### config.mk
export PLATFORM = sky130hd
export DESIGN_NAME = event_status_register_bank
export DESIGN_NICKNAME = d
export VERILOG_FILES = /design/src/rtl/evstat_pkg.sv /design/src/rtl/event_status_register_bank.sv
export SDC_FILE = /design/constraint.sdc
export NUM_CORES = 1
export LEC_CHECK = 0
export ABC_CLOCK_PERIOD_IN_PS = 14200
export BUFFER_PORTS_ARGS = -buffer_cell sky130_fd_sc_hd__buf_2
export CELL_PAD_IN_SITES_DETAIL_PLACEMENT = 0
export CELL_PAD_IN_SITES_GLOBAL_PLACEMENT = 1
export CORE_MARGIN = 2
export CORE_UTILIZATION = 38
export DETAILED_ROUTE_END_ITERATION = 6
export GPL_ROUTABILITY_DRIVEN = 0
export PLACE_DENSITY_LB_ADDON = 0.1
export RECOVER_POWER = 50
export SLEW_MARGIN = 10
export SYNTH_ARGS = -nofsm -noshare
export SYNTH_HDL_FRONTEND = slang
export SYNTH_SLANG_ARGS = --single-unit
### constraint.sdc
create_clock -name CORE_CLK -period 14.2 [get_ports CORE_CLK]
set_input_delay 3.55 -clock CORE_CLK [delete_from_list [all_inputs] [get_ports CORE_CLK]]
set_output_delay 3.55 -clock CORE_CLK [all_outputs]
set_load 0.03 [all_outputs]
### src/rtl/evstat_pkg.sv
/*
 * evstat_pkg: constants and carrier types for the event status register bank.
 * assumes: one core clock, command decoding done upstream of the bank.
 */
package evstat_pkg;
   // ----------------------------------------------------------------
   // register geometry
   // ----------------------------------------------------------------
   localparam int          REG_W     = 16;        // event and mask width
   localparam int          BCD_W     = 20;        // five decimal digits
   localparam int          BCD_DIG   = 5;         // digits in an answer
   localparam int          CODE_W    = 8;         // error code width
   localparam int          QDEPTH    = 15;        // error queue entries
   localparam int          QCNT_W    = 4;         // queue fill count width
   localparam logic [3:0]  QDEPTH_C  = 4'hF;      // depth at count width
   // ----------------------------------------------------------------
   // event bit positions
   // ----------------------------------------------------------------
   localparam int          BIT_OPC   = 0;         // operation complete
   localparam int          BIT_QYE   = 2;         // query error
   localparam int          BIT_DDE   = 3;         // device-dependent error
   localparam int          BIT_EXE   = 4;         // execution error
   localparam int          BIT_CME   = 5;         // command error
   localparam int          BIT_PON   = 7;         // power cycled
   // ----------------------------------------------------------------
   // reset values
   // ----------------------------------------------------------------
   localparam logic [15:0] EVENT_RST = 16'h0000;  // event register at power-up
   localparam logic [15:0] MASK_RST  = 16'h0000;  // enable mask at power-up
   localparam logic [15:0] LIVE_MSK  = 16'h00BD;  // bits that can ever be one
   localparam logic [7:0]  CODE_NONE = 8'h00;     // fetch answer when queue empty

   // error and condition strobes from the remote interface
   typedef struct packed {
      logic cmd_err;      // malformed command
      logic exe_err;      // execution error
      logic dev_err;      // device-dependent error
      logic talk_empty;   // told to talk with nothing pending
      logic unread_lost;  // output queue data left unread
   } event_in_s;

   // whole state of the bank
   typedef struct packed {
      logic [15:0]             event_status;         // latched events
      logic [15:0]             event_status_enable;  // enable mask
      logic [QDEPTH-1:0][7:0]  queue;                // entry 0 is oldest
      logic [3:0]              qcount;               // entries held
      logic                    opc_armed;            // waiting for completion
      logic                    pwr_meta;             // sync stage one
      logic                    pwr_sync;             // sync stage two
      logic [19:0]             ans_bcd;              // decimal answer
      logic                    ans_valid;            // answer strobe
      logic [7:0]              err_code;             // fetched code
      logic                    err_valid;            // fetch strobe
      logic                    summary;              // event summary bit
   } bank_s;
endpackage

### src/rtl/event_status_register_bank.sv
/*
 * event_status_register_bank: event register, enable mask, error queue,
 * decimal read answers and the event summary bit.
 * assumes: read/write/fetch strobes are one-cycle pulses from the command
 * decoder on CORE_CLK; PWR_CYCLED is an asynchronous level from the supply.
 */
`timescale 1ns/10ps

// Summary of operation
// - power cycle sets bit 7
// - malformed command sets bit 5
// - queue first 15 errors, oldest first
// - device-dependent error sets bit 3
// - talk-empty or unread output sets bit 2
// - operation complete sets bit 0
// - reading event register clears it
// - reading enable mask keeps it
// - reads answer as decimal of 16 bits
// - upper eight event bits read zero
// - event register zero at power-up
// - enable mask zero at power-up
// - summary bit from enabled set events
module event_status_register_bank (
   // clock and reset
   input  wire logic                        CORE_CLK,
   input  wire logic                        RSTN,
   // condition inputs
   input  wire logic                        PWR_CYCLED,
   input  wire evstat_pkg::event_in_s       EVENTS,
   input  wire logic                        OPC_CMD,
   input  wire logic                        EXEC_IDLE,
   input  wire logic                        IF_READY,
   // register queries
   input  wire logic                        EVENT_READ,
   input  wire logic                        MASK_READ,
   input  wire logic                        MASK_WRITE,
   input  wire logic [15:0]                 MASK_WDATA,
   input  wire logic                        CLEAR_STATUS,
   // error queue
   input  wire logic                        ERR_PUSH,
   input  wire logic [7:0]                  ERR_CODE_IN,
   input  wire logic                        ERR_FETCH,
   // answers
   output logic [19:0]                      ANS_BCD,
   output logic                             ANS_VALID,
   output logic [7:0]                       ERR_CODE,
   output logic                             ERR_VALID,
   output logic                             EVENT_SUMMARY
);
   import evstat_pkg::*;

   // ----------------------------------------------------------------
   // state and helpers
   // ----------------------------------------------------------------
   bank_s       state_reg;   // registered state
   bank_s       state_next;  // next state
   logic [15:0] set_vec;     // events raised this cycle
   logic        opc_fire;    // completion reached this cycle

   // binary to packed decimal, shift-and-add-three
   function automatic logic [19:0] to_bcd(input logic [15:0] bin);
      logic [35:0] s;
      s = {20'h00000, bin};
      for (int i = 0; i < REG_W; i++)
      begin
         for (int d = 0; d < BCD_DIG; d++)
         begin
            if (s[REG_W + 4*d +: 4] >= 4'h5)
            begin
               s[REG_W + 4*d +: 4] = s[REG_W + 4*d +: 4] + 4'h3;
            end
         end
         s = s << 1;
      end
      return s[35:16];
   endfunction

   // ----------------------------------------------------------------
   // event sources
   // ----------------------------------------------------------------
   // gather this cycle's event conditions into bit positions
   always_comb
   begin
      opc_fire         = state_reg.opc_armed && EXEC_IDLE && IF_READY;
      set_vec          = 16'h0000;
      set_vec[BIT_PON] = state_reg.pwr_sync;
      set_vec[BIT_CME] = EVENTS.cmd_err;
      set_vec[BIT_EXE] = EVENTS.exe_err;
      set_vec[BIT_DDE] = EVENTS.dev_err;
      set_vec[BIT_QYE] = EVENTS.talk_empty || EVENTS.unread_lost;
      set_vec[BIT_OPC] = opc_fire;
   end

   // ----------------------------------------------------------------
   // next state
   // ----------------------------------------------------------------
   always_comb
   begin
      state_next           = state_reg;
      state_next.ans_valid = 1'b0;
      state_next.err_valid = 1'b0;
      // supply level synchroniser
      state_next.pwr_meta  = PWR_CYCLED;
      state_next.pwr_sync  = state_reg.pwr_meta;
      // completion tracking
      if (OPC_CMD)
      begin
         state_next.opc_armed = 1'b1;
      end
      else if (opc_fire)
      begin
         state_next.opc_armed = 1'b0;
      end
      // reads answer the current value, decimal
      if (EVENT_READ)
      begin
         state_next.ans_bcd   = to_bcd(state_reg.event_status);
         state_next.ans_valid = 1'b1;
      end
      else if (MASK_READ)
      begin
         state_next.ans_bcd   = to_bcd(state_reg.event_status_enable);
         state_next.ans_valid = 1'b1;
      end
      // clear on read or clear-status, then new events win
      if (EVENT_READ || CLEAR_STATUS)
      begin
         state_next.event_status = EVENT_RST;
      end
      state_next.event_status = (state_next.event_status | set_vec) & LIVE_MSK;
      // mask write
      if (MASK_WRITE)
      begin
         state_next.event_status_enable = MASK_WDATA;
      end
      // error queue: fetch pops oldest, push keeps only first entries
      if (ERR_FETCH)
      begin
         state_next.err_valid = 1'b1;
         state_next.err_code  = (state_reg.qcount != 4'h0) ? state_reg.queue[0] : CODE_NONE;
         if (state_reg.qcount != 4'h0)
         begin
            for (int k = 0; k < QDEPTH - 1; k++)
            begin
               state_next.queue[k] = state_reg.queue[k + 1];
            end
            state_next.queue[QDEPTH - 1] = CODE_NONE;
            state_next.qcount            = state_reg.qcount - 4'h1;
         end
      end
      if (CLEAR_STATUS)
      begin
         state_next.qcount = 4'h0;
      end
      else if (ERR_PUSH && (state_next.qcount != QDEPTH_C))
      begin
         state_next.queue[state_next.qcount] = ERR_CODE_IN;
         state_next.qcount                   = state_next.qcount + 4'h1;
      end
      // summary bit follows enabled set events
      state_next.summary = |(state_next.event_status & state_next.event_status_enable);
   end

   // ----------------------------------------------------------------
   // state register
   // ----------------------------------------------------------------
   always_ff @(posedge CORE_CLK or negedge RSTN)
   begin
      if (!RSTN)
      begin
         state_reg                     <= '0;
         state_reg.event_status        <= EVENT_RST;
         state_reg.event_status_enable <= MASK_RST;
      end
      else
      begin
         state_reg <= state_next;
      end
   end

   // outputs straight from flip-flops
   assign ANS_BCD       = state_reg.ans_bcd;
   assign ANS_VALID     = state_reg.ans_valid;
   assign ERR_CODE      = state_reg.err_code;
   assign ERR_VALID     = state_reg.err_valid;
   assign EVENT_SUMMARY = state_reg.summary;
endmodule

# Word level (Yosys, flattened, before mapping)
# Index checks and enable logic that the tools add are counted.
# classes
add_sub_neg	134
n_lt_le_gt_ge	134
eq_ne	1
n_mux	336
n_bitwise	2
reduce_logical	10
# op_table
operator	count
$mux 4	265
$ge 4x3->1 const B	131
$add 4x2->4 const B	108
$mux 124	3
$mux 3	56
$bwmux 120	1
$mux 120	1
$add 3x2->3 const B	23
$mux 21	2
$demux 8 s4	1
$mux 8	3
$and 8x16->16	1
$mux 16	1
$reduce_or 16->1	1
$or 8x8->8	1
$lt 4x5->1 const B	1
$add 4x1->4 const B	1
$ge 4x1->1 const B	1
$logic_and 1x1->1	4
$ne 4x4->1 const B	1
$reduce_bool 2->1	2
$reduce_bool 4->1	1
$sub 4x1->4 const B	1
$add 1x2->3 const B	1
other kinds (3)	6
# word_totals
register_bits	180

# Depth between registers and ports, before layout
# depth
depth_word	60
depth_mapped	71

# Worst setup path after synthesis
# OpenSTA, ideal clock, no wires.
# synth_timing
path_type	reg2reg
startpoint	register state_reg[172] in the netlist's numbering
endpoint	register state_reg (netlist bit ANS_BCD[9])
t_arrival_ps	11967
path_slack_ps	2090
stages_incl_launch_ff	64
cell_sequence	dfrtp_1 > inv_1 > ha_1 > inv_1 > ha_1 > buf_2 > a21oi_2 > xnor2_1 > inv_1 > ha_1 > buf_2 > and2b_1 > a2111oi_2 > a211oi_4 > inv_2 > ha_1 > clkbuf_1 > nor2b_1 > (+28 left out) > ha_1 > nand2_1 > a311oi_2 > o22ai_2 > xnor2_2 > ha_1 > or3_1 > a311oi_1 > nor2_1 > inv_1 > ha_1 > o21bai_1 > a211oi_1 > ha_1 > a2111o_1 > a21bo_1 > a21oi_1 > o221ai_1
# synth_via
elab_chain_len	56
word_cells_on_any_way	180
cone_classes	36 x add/sub; 36 x order compare; 108 x mux
# synth_rtl
item	line_no	text
start, declared	event_status_register_bank.sv:55	bank_s state_reg;
start signal, assigned	event_status_register_bank.sv:177	state_reg <= state_next;
$add 4x2->4 or $ge 4x3->1 (tied branches)	event_status_register_bank.sv:70, event_status_register_bank.sv:68	
$mux 4 *	event_status_register_bank.sv:68	if (s[REG_W + 4*d +: 4] >= 4'h5)
$mux 4 *	event_status_register_bank.sv:120	else if (MASK_READ)
$mux 4 *	event_status_register_bank.sv:115	if (EVENT_READ)
$add 4x2->4 or $ge 4x3->1 (tied branches)	event_status_register_bank.sv:70, event_status_register_bank.sv:68	
$mux 4	event_status_register_bank.sv:68	
$mux 4	event_status_register_bank.sv:120	
$mux 4	event_status_register_bank.sv:115	
(+40 left out)	--	
$add 4x2->4 or $ge 4x3->1 (tied branches)	event_status_register_bank.sv:70, event_status_register_bank.sv:68	
$mux 4	event_status_register_bank.sv:68	
$mux 4	event_status_register_bank.sv:120	
$mux 4	event_status_register_bank.sv:115	
$add 4x2->4 or $ge 4x3->1 (tied branches)	event_status_register_bank.sv:70, event_status_register_bank.sv:68	
$mux 4 *	event_status_register_bank.sv:68	
$mux 21 *	event_status_register_bank.sv:120	
$mux 21 *	event_status_register_bank.sv:115	
# Every way passes the cells marked *; elsewhere a longest branch is shown, timed or not. The select of a mux whose other input is x is not followed.
# A chain may end at the register's enable or synchronous reset.

# Final worst setup path
# layout_timing
startpoint	register state_reg[171] in the netlist's numbering
endpoint	register state_reg (netlist bit ANS_BCD[9])
# layout_via
elab_chain_len	52
word_cells_on_any_way	165
cone_classes	33 x add/sub; 33 x order compare; 99 x mux
# layout_rtl
item	line_no
$add 4x2->4 or $ge 4x3->1 (tied branches)	event_status_register_bank.sv:70, event_status_register_bank.sv:68
$mux 4 *	event_status_register_bank.sv:68
$mux 4 *	event_status_register_bank.sv:120
$mux 4 *	event_status_register_bank.sv:115
$add 4x2->4 or $ge 4x3->1 (tied branches)	event_status_register_bank.sv:70, event_status_register_bank.sv:68
$mux 4	event_status_register_bank.sv:68
$mux 4	event_status_register_bank.sv:120
$mux 4	event_status_register_bank.sv:115
(+36 left out)	--
$add 4x2->4 or $ge 4x3->1 (tied branches)	event_status_register_bank.sv:70, event_status_register_bank.sv:68
$mux 4	event_status_register_bank.sv:68
$mux 4	event_status_register_bank.sv:120
$mux 4	event_status_register_bank.sv:115
$add 4x2->4 or $ge 4x3->1 (tied branches)	event_status_register_bank.sv:70, event_status_register_bank.sv:68
$mux 4 *	event_status_register_bank.sv:68
$mux 21 *	event_status_register_bank.sv:120
$mux 21 *	event_status_register_bank.sv:115
# Marked as above.

==> results_dict.tcl <==
set metrics [dict create \
    cts_root_buffer "clkbuf_16" \
    vias 12516 \
    max_stage_delay_ps 540 \
    fin_crit_sh 0.9353 \
    worstSetupPathType "reg2reg" \
    wirelength_um 36540 \
    area_delta_synth_final_pct 7.548 \
    avgSynthCellArea_um2 8.427 \
    antenna_found_initial 0 \
    tightestPinTransition_ps 6300 \
    synth_most_common_cell "nor2_1" \
    clk_pin_slew_ps 70 \
    synth_commonest_cells "nor2_1 (209), dfrtp_1 (180), a21oi_1 (179)" \
    clockBufferDepth 2 \
    slew_headroom -3.200 \
    slew_viol_final 183 \
    r2r_start "state_reg[171]" \
    max_cap_viol_count 2 \
    synth_cell_types 125 \
    die_area_um2 39920 \
    ys_ff_latch 180 \
    dr.pass1.iters 5 \
    postCtsHoldBufs 0 \
    initial_core_util 0.3859 \
    drc 0 \
    tritoncts "done" \
    status "finished, violations left" \
    setup_tns_ps 0 \
    dp_hpwl_um 26330 \
    ios 72 \
    nFillCells 3843 \
    rows 71 \
    ys_seq_area_frac 0.3091 \
    final_nets 1799 \
    diodes 0 \
    async_reset_ff_frac 1.000 \
    layout-drive-gt1-share 0.1129 \
    worstPathRequired_ps 14500 \
    critPathArrivalTime_ps 13580 \
    end_kind "flop" \
    timing.fmax_ghz 0.07529 \
    hold_class "reg2reg" \
    synth-edff-count 0 \
    rsz0062_at_grt "false" \
    cts_made_buffers 17 \
    crit_buf_inv 10 \
    clk_latency_ps 440 \
    drt.antenna.violating_nets 0 \
    cts_htree_levels 4 \
    finalSetupViolCount 0 \
    syn_area_um2 14570 \
    grt_usage 0.1862 \
    synthFlopType "dfrtp_1" \
    crit_path_frequent_cell "ha_1" \
    syn-num-nets 1821 \
    yosysTopAreaCell "dfrtp_1" \
    critPathTopFamily "compound AO/OA/AOI/OAI gates" \
    synth_top_area_share 0.3091 \
    die_h_um 199.8 \
    min-delay-start "state_next[31]" \
    synth.area.top_cells "dfrtp_1 (31%), mux2i_1 (9.5%), a21oi_1 (6.1%)" \
    violations "max-capacitance violations, max-slew violations" \
    yosys_warnings 0 \
    grt_max_degree 132 \
    grt_overflow 0 \
    coreArea_um2 37760 \
    hold_viol 0 \
    crit_fanout 12 \
    die_w_um 199.8 \
    via_per_inst 5.613 \
    io_buffers 71 \
    period_needed_ps 13280 \
    grt_pass1_vias 12012 \
    cts_sinks 180 \
    start_kind "flop" \
    drt_iter0_drc 810 \
    grt_first_pass_wirelength_um 60800 \
    cp_slowest_cell "a2111o_1" \
    startpoint "state_reg[171]" \
    clock_skew_ps 11.93 \
    synthCells 1729 \
    wire_per_inst_um 16.39 \
    largest_register_ffs 147 \
]
[repair_timing]
item / in CTS / in global routing
setup endpoints to repair: 0 / 15
setup buffers: 0 / 3
resized for setup: 0 / 14
[cell type report]
type,count,area [um2],share of cell area
clock buffers,18,439.2,0.02803
clock inverters,13,140.1,0.008943
inverters,93,351.6,0.02244
multi-input cells,1334,9200,0.5871
flip-flops and latches,180,4506,0.2875
well taps,511,639.4,0.04080
repair buffers,81,394.1,0.02515
[cell usage in the layout, fill, tap and decap left out, types with 15 or more instances in the layout]
cell	n
o21ai_1	16
nand3_1	35
o22ai_1	23
o211ai_1	16
nand2_1	129
xnor2_1	19
ha_1	50
mux2_2	15
o21ai_0	69
nand2b_1	15
mux2i_1	138
nor2_1	209
clkbuf_16	17
nor4_1	15
a21oi_1	178
buf_2	35
clkbuf_1	37
dfrtp_1	179
inv_1	85
nor3_1	31
[final timing paths]
| check | to | slack [ps] | depth (start not counted) |
|---|---|---|---|
| worst max-delay path | ANS_BCD[9] | 920 | 57 |
| worst min-delay path | set_vec[7] | 350 | 0 |
| worst max register to register | ANS_BCD[9] | 920 | 57 |
| worst min register to register | set_vec[7] | 350 | 0 |
| max in group asynchronous | state_reg[39] | 2890 | 2 |
| min in group asynchronous | ANS_BCD[14] | 5470 | 1 |
[metal layers]
layer,GRT usage,wire length [um]
met4,0.04115,401
met1,0.2450,17050
met2,0.3261,18040
met3,0.02419,1052
met5,0,0
[worst reg2reg max path, delay by kind of cell (launching register included)]
family	cells	cell delay, ps
compound gates	25	6330
xor+xnor	2	410
fa+ha+maj	12	2870
buf+inv	10	990
flops	1	500
simple gates	8	2010
[kinds of logic after synthesis]
kind of cell | synth area share
AOI/OAI and AO/OA | 0.2680
xor gates and xnor gates | 0.02216
adders and majority gates | 0.04517
buffers and inverters | 0.06526
DFF | 0.3091
muxes | 0.1126
other | 0.0002574
and+or+nand+nor | 0.1774
[through the flow]
stage / setup WS [ps] / utilization / cells / hold WS (ps) / area, um2
2_1_floorplan: 2090 / - / 1729 / 331.2 / 14570
3_3_place_gp: 787.5 / 0.3987 / 2196 / 334.5 / 15050
3_5_place_dp: 350.4 / 0.3987 / 2196 / 334.7 / 15050
4_1_cts: 326.8 / 0.4141 / 2227 / 351.7 / 15630
5_1_grt: 43.32 / 0.4150 / 2230 / 371.9 / 15670
6_report: 918.5 / 0.4150 / 2230 / 349.5 / 15670
Power is left out: the tool's default activity adds up to more than one toggle a clock period on the data nets, which glitch-free logic cannot reach.
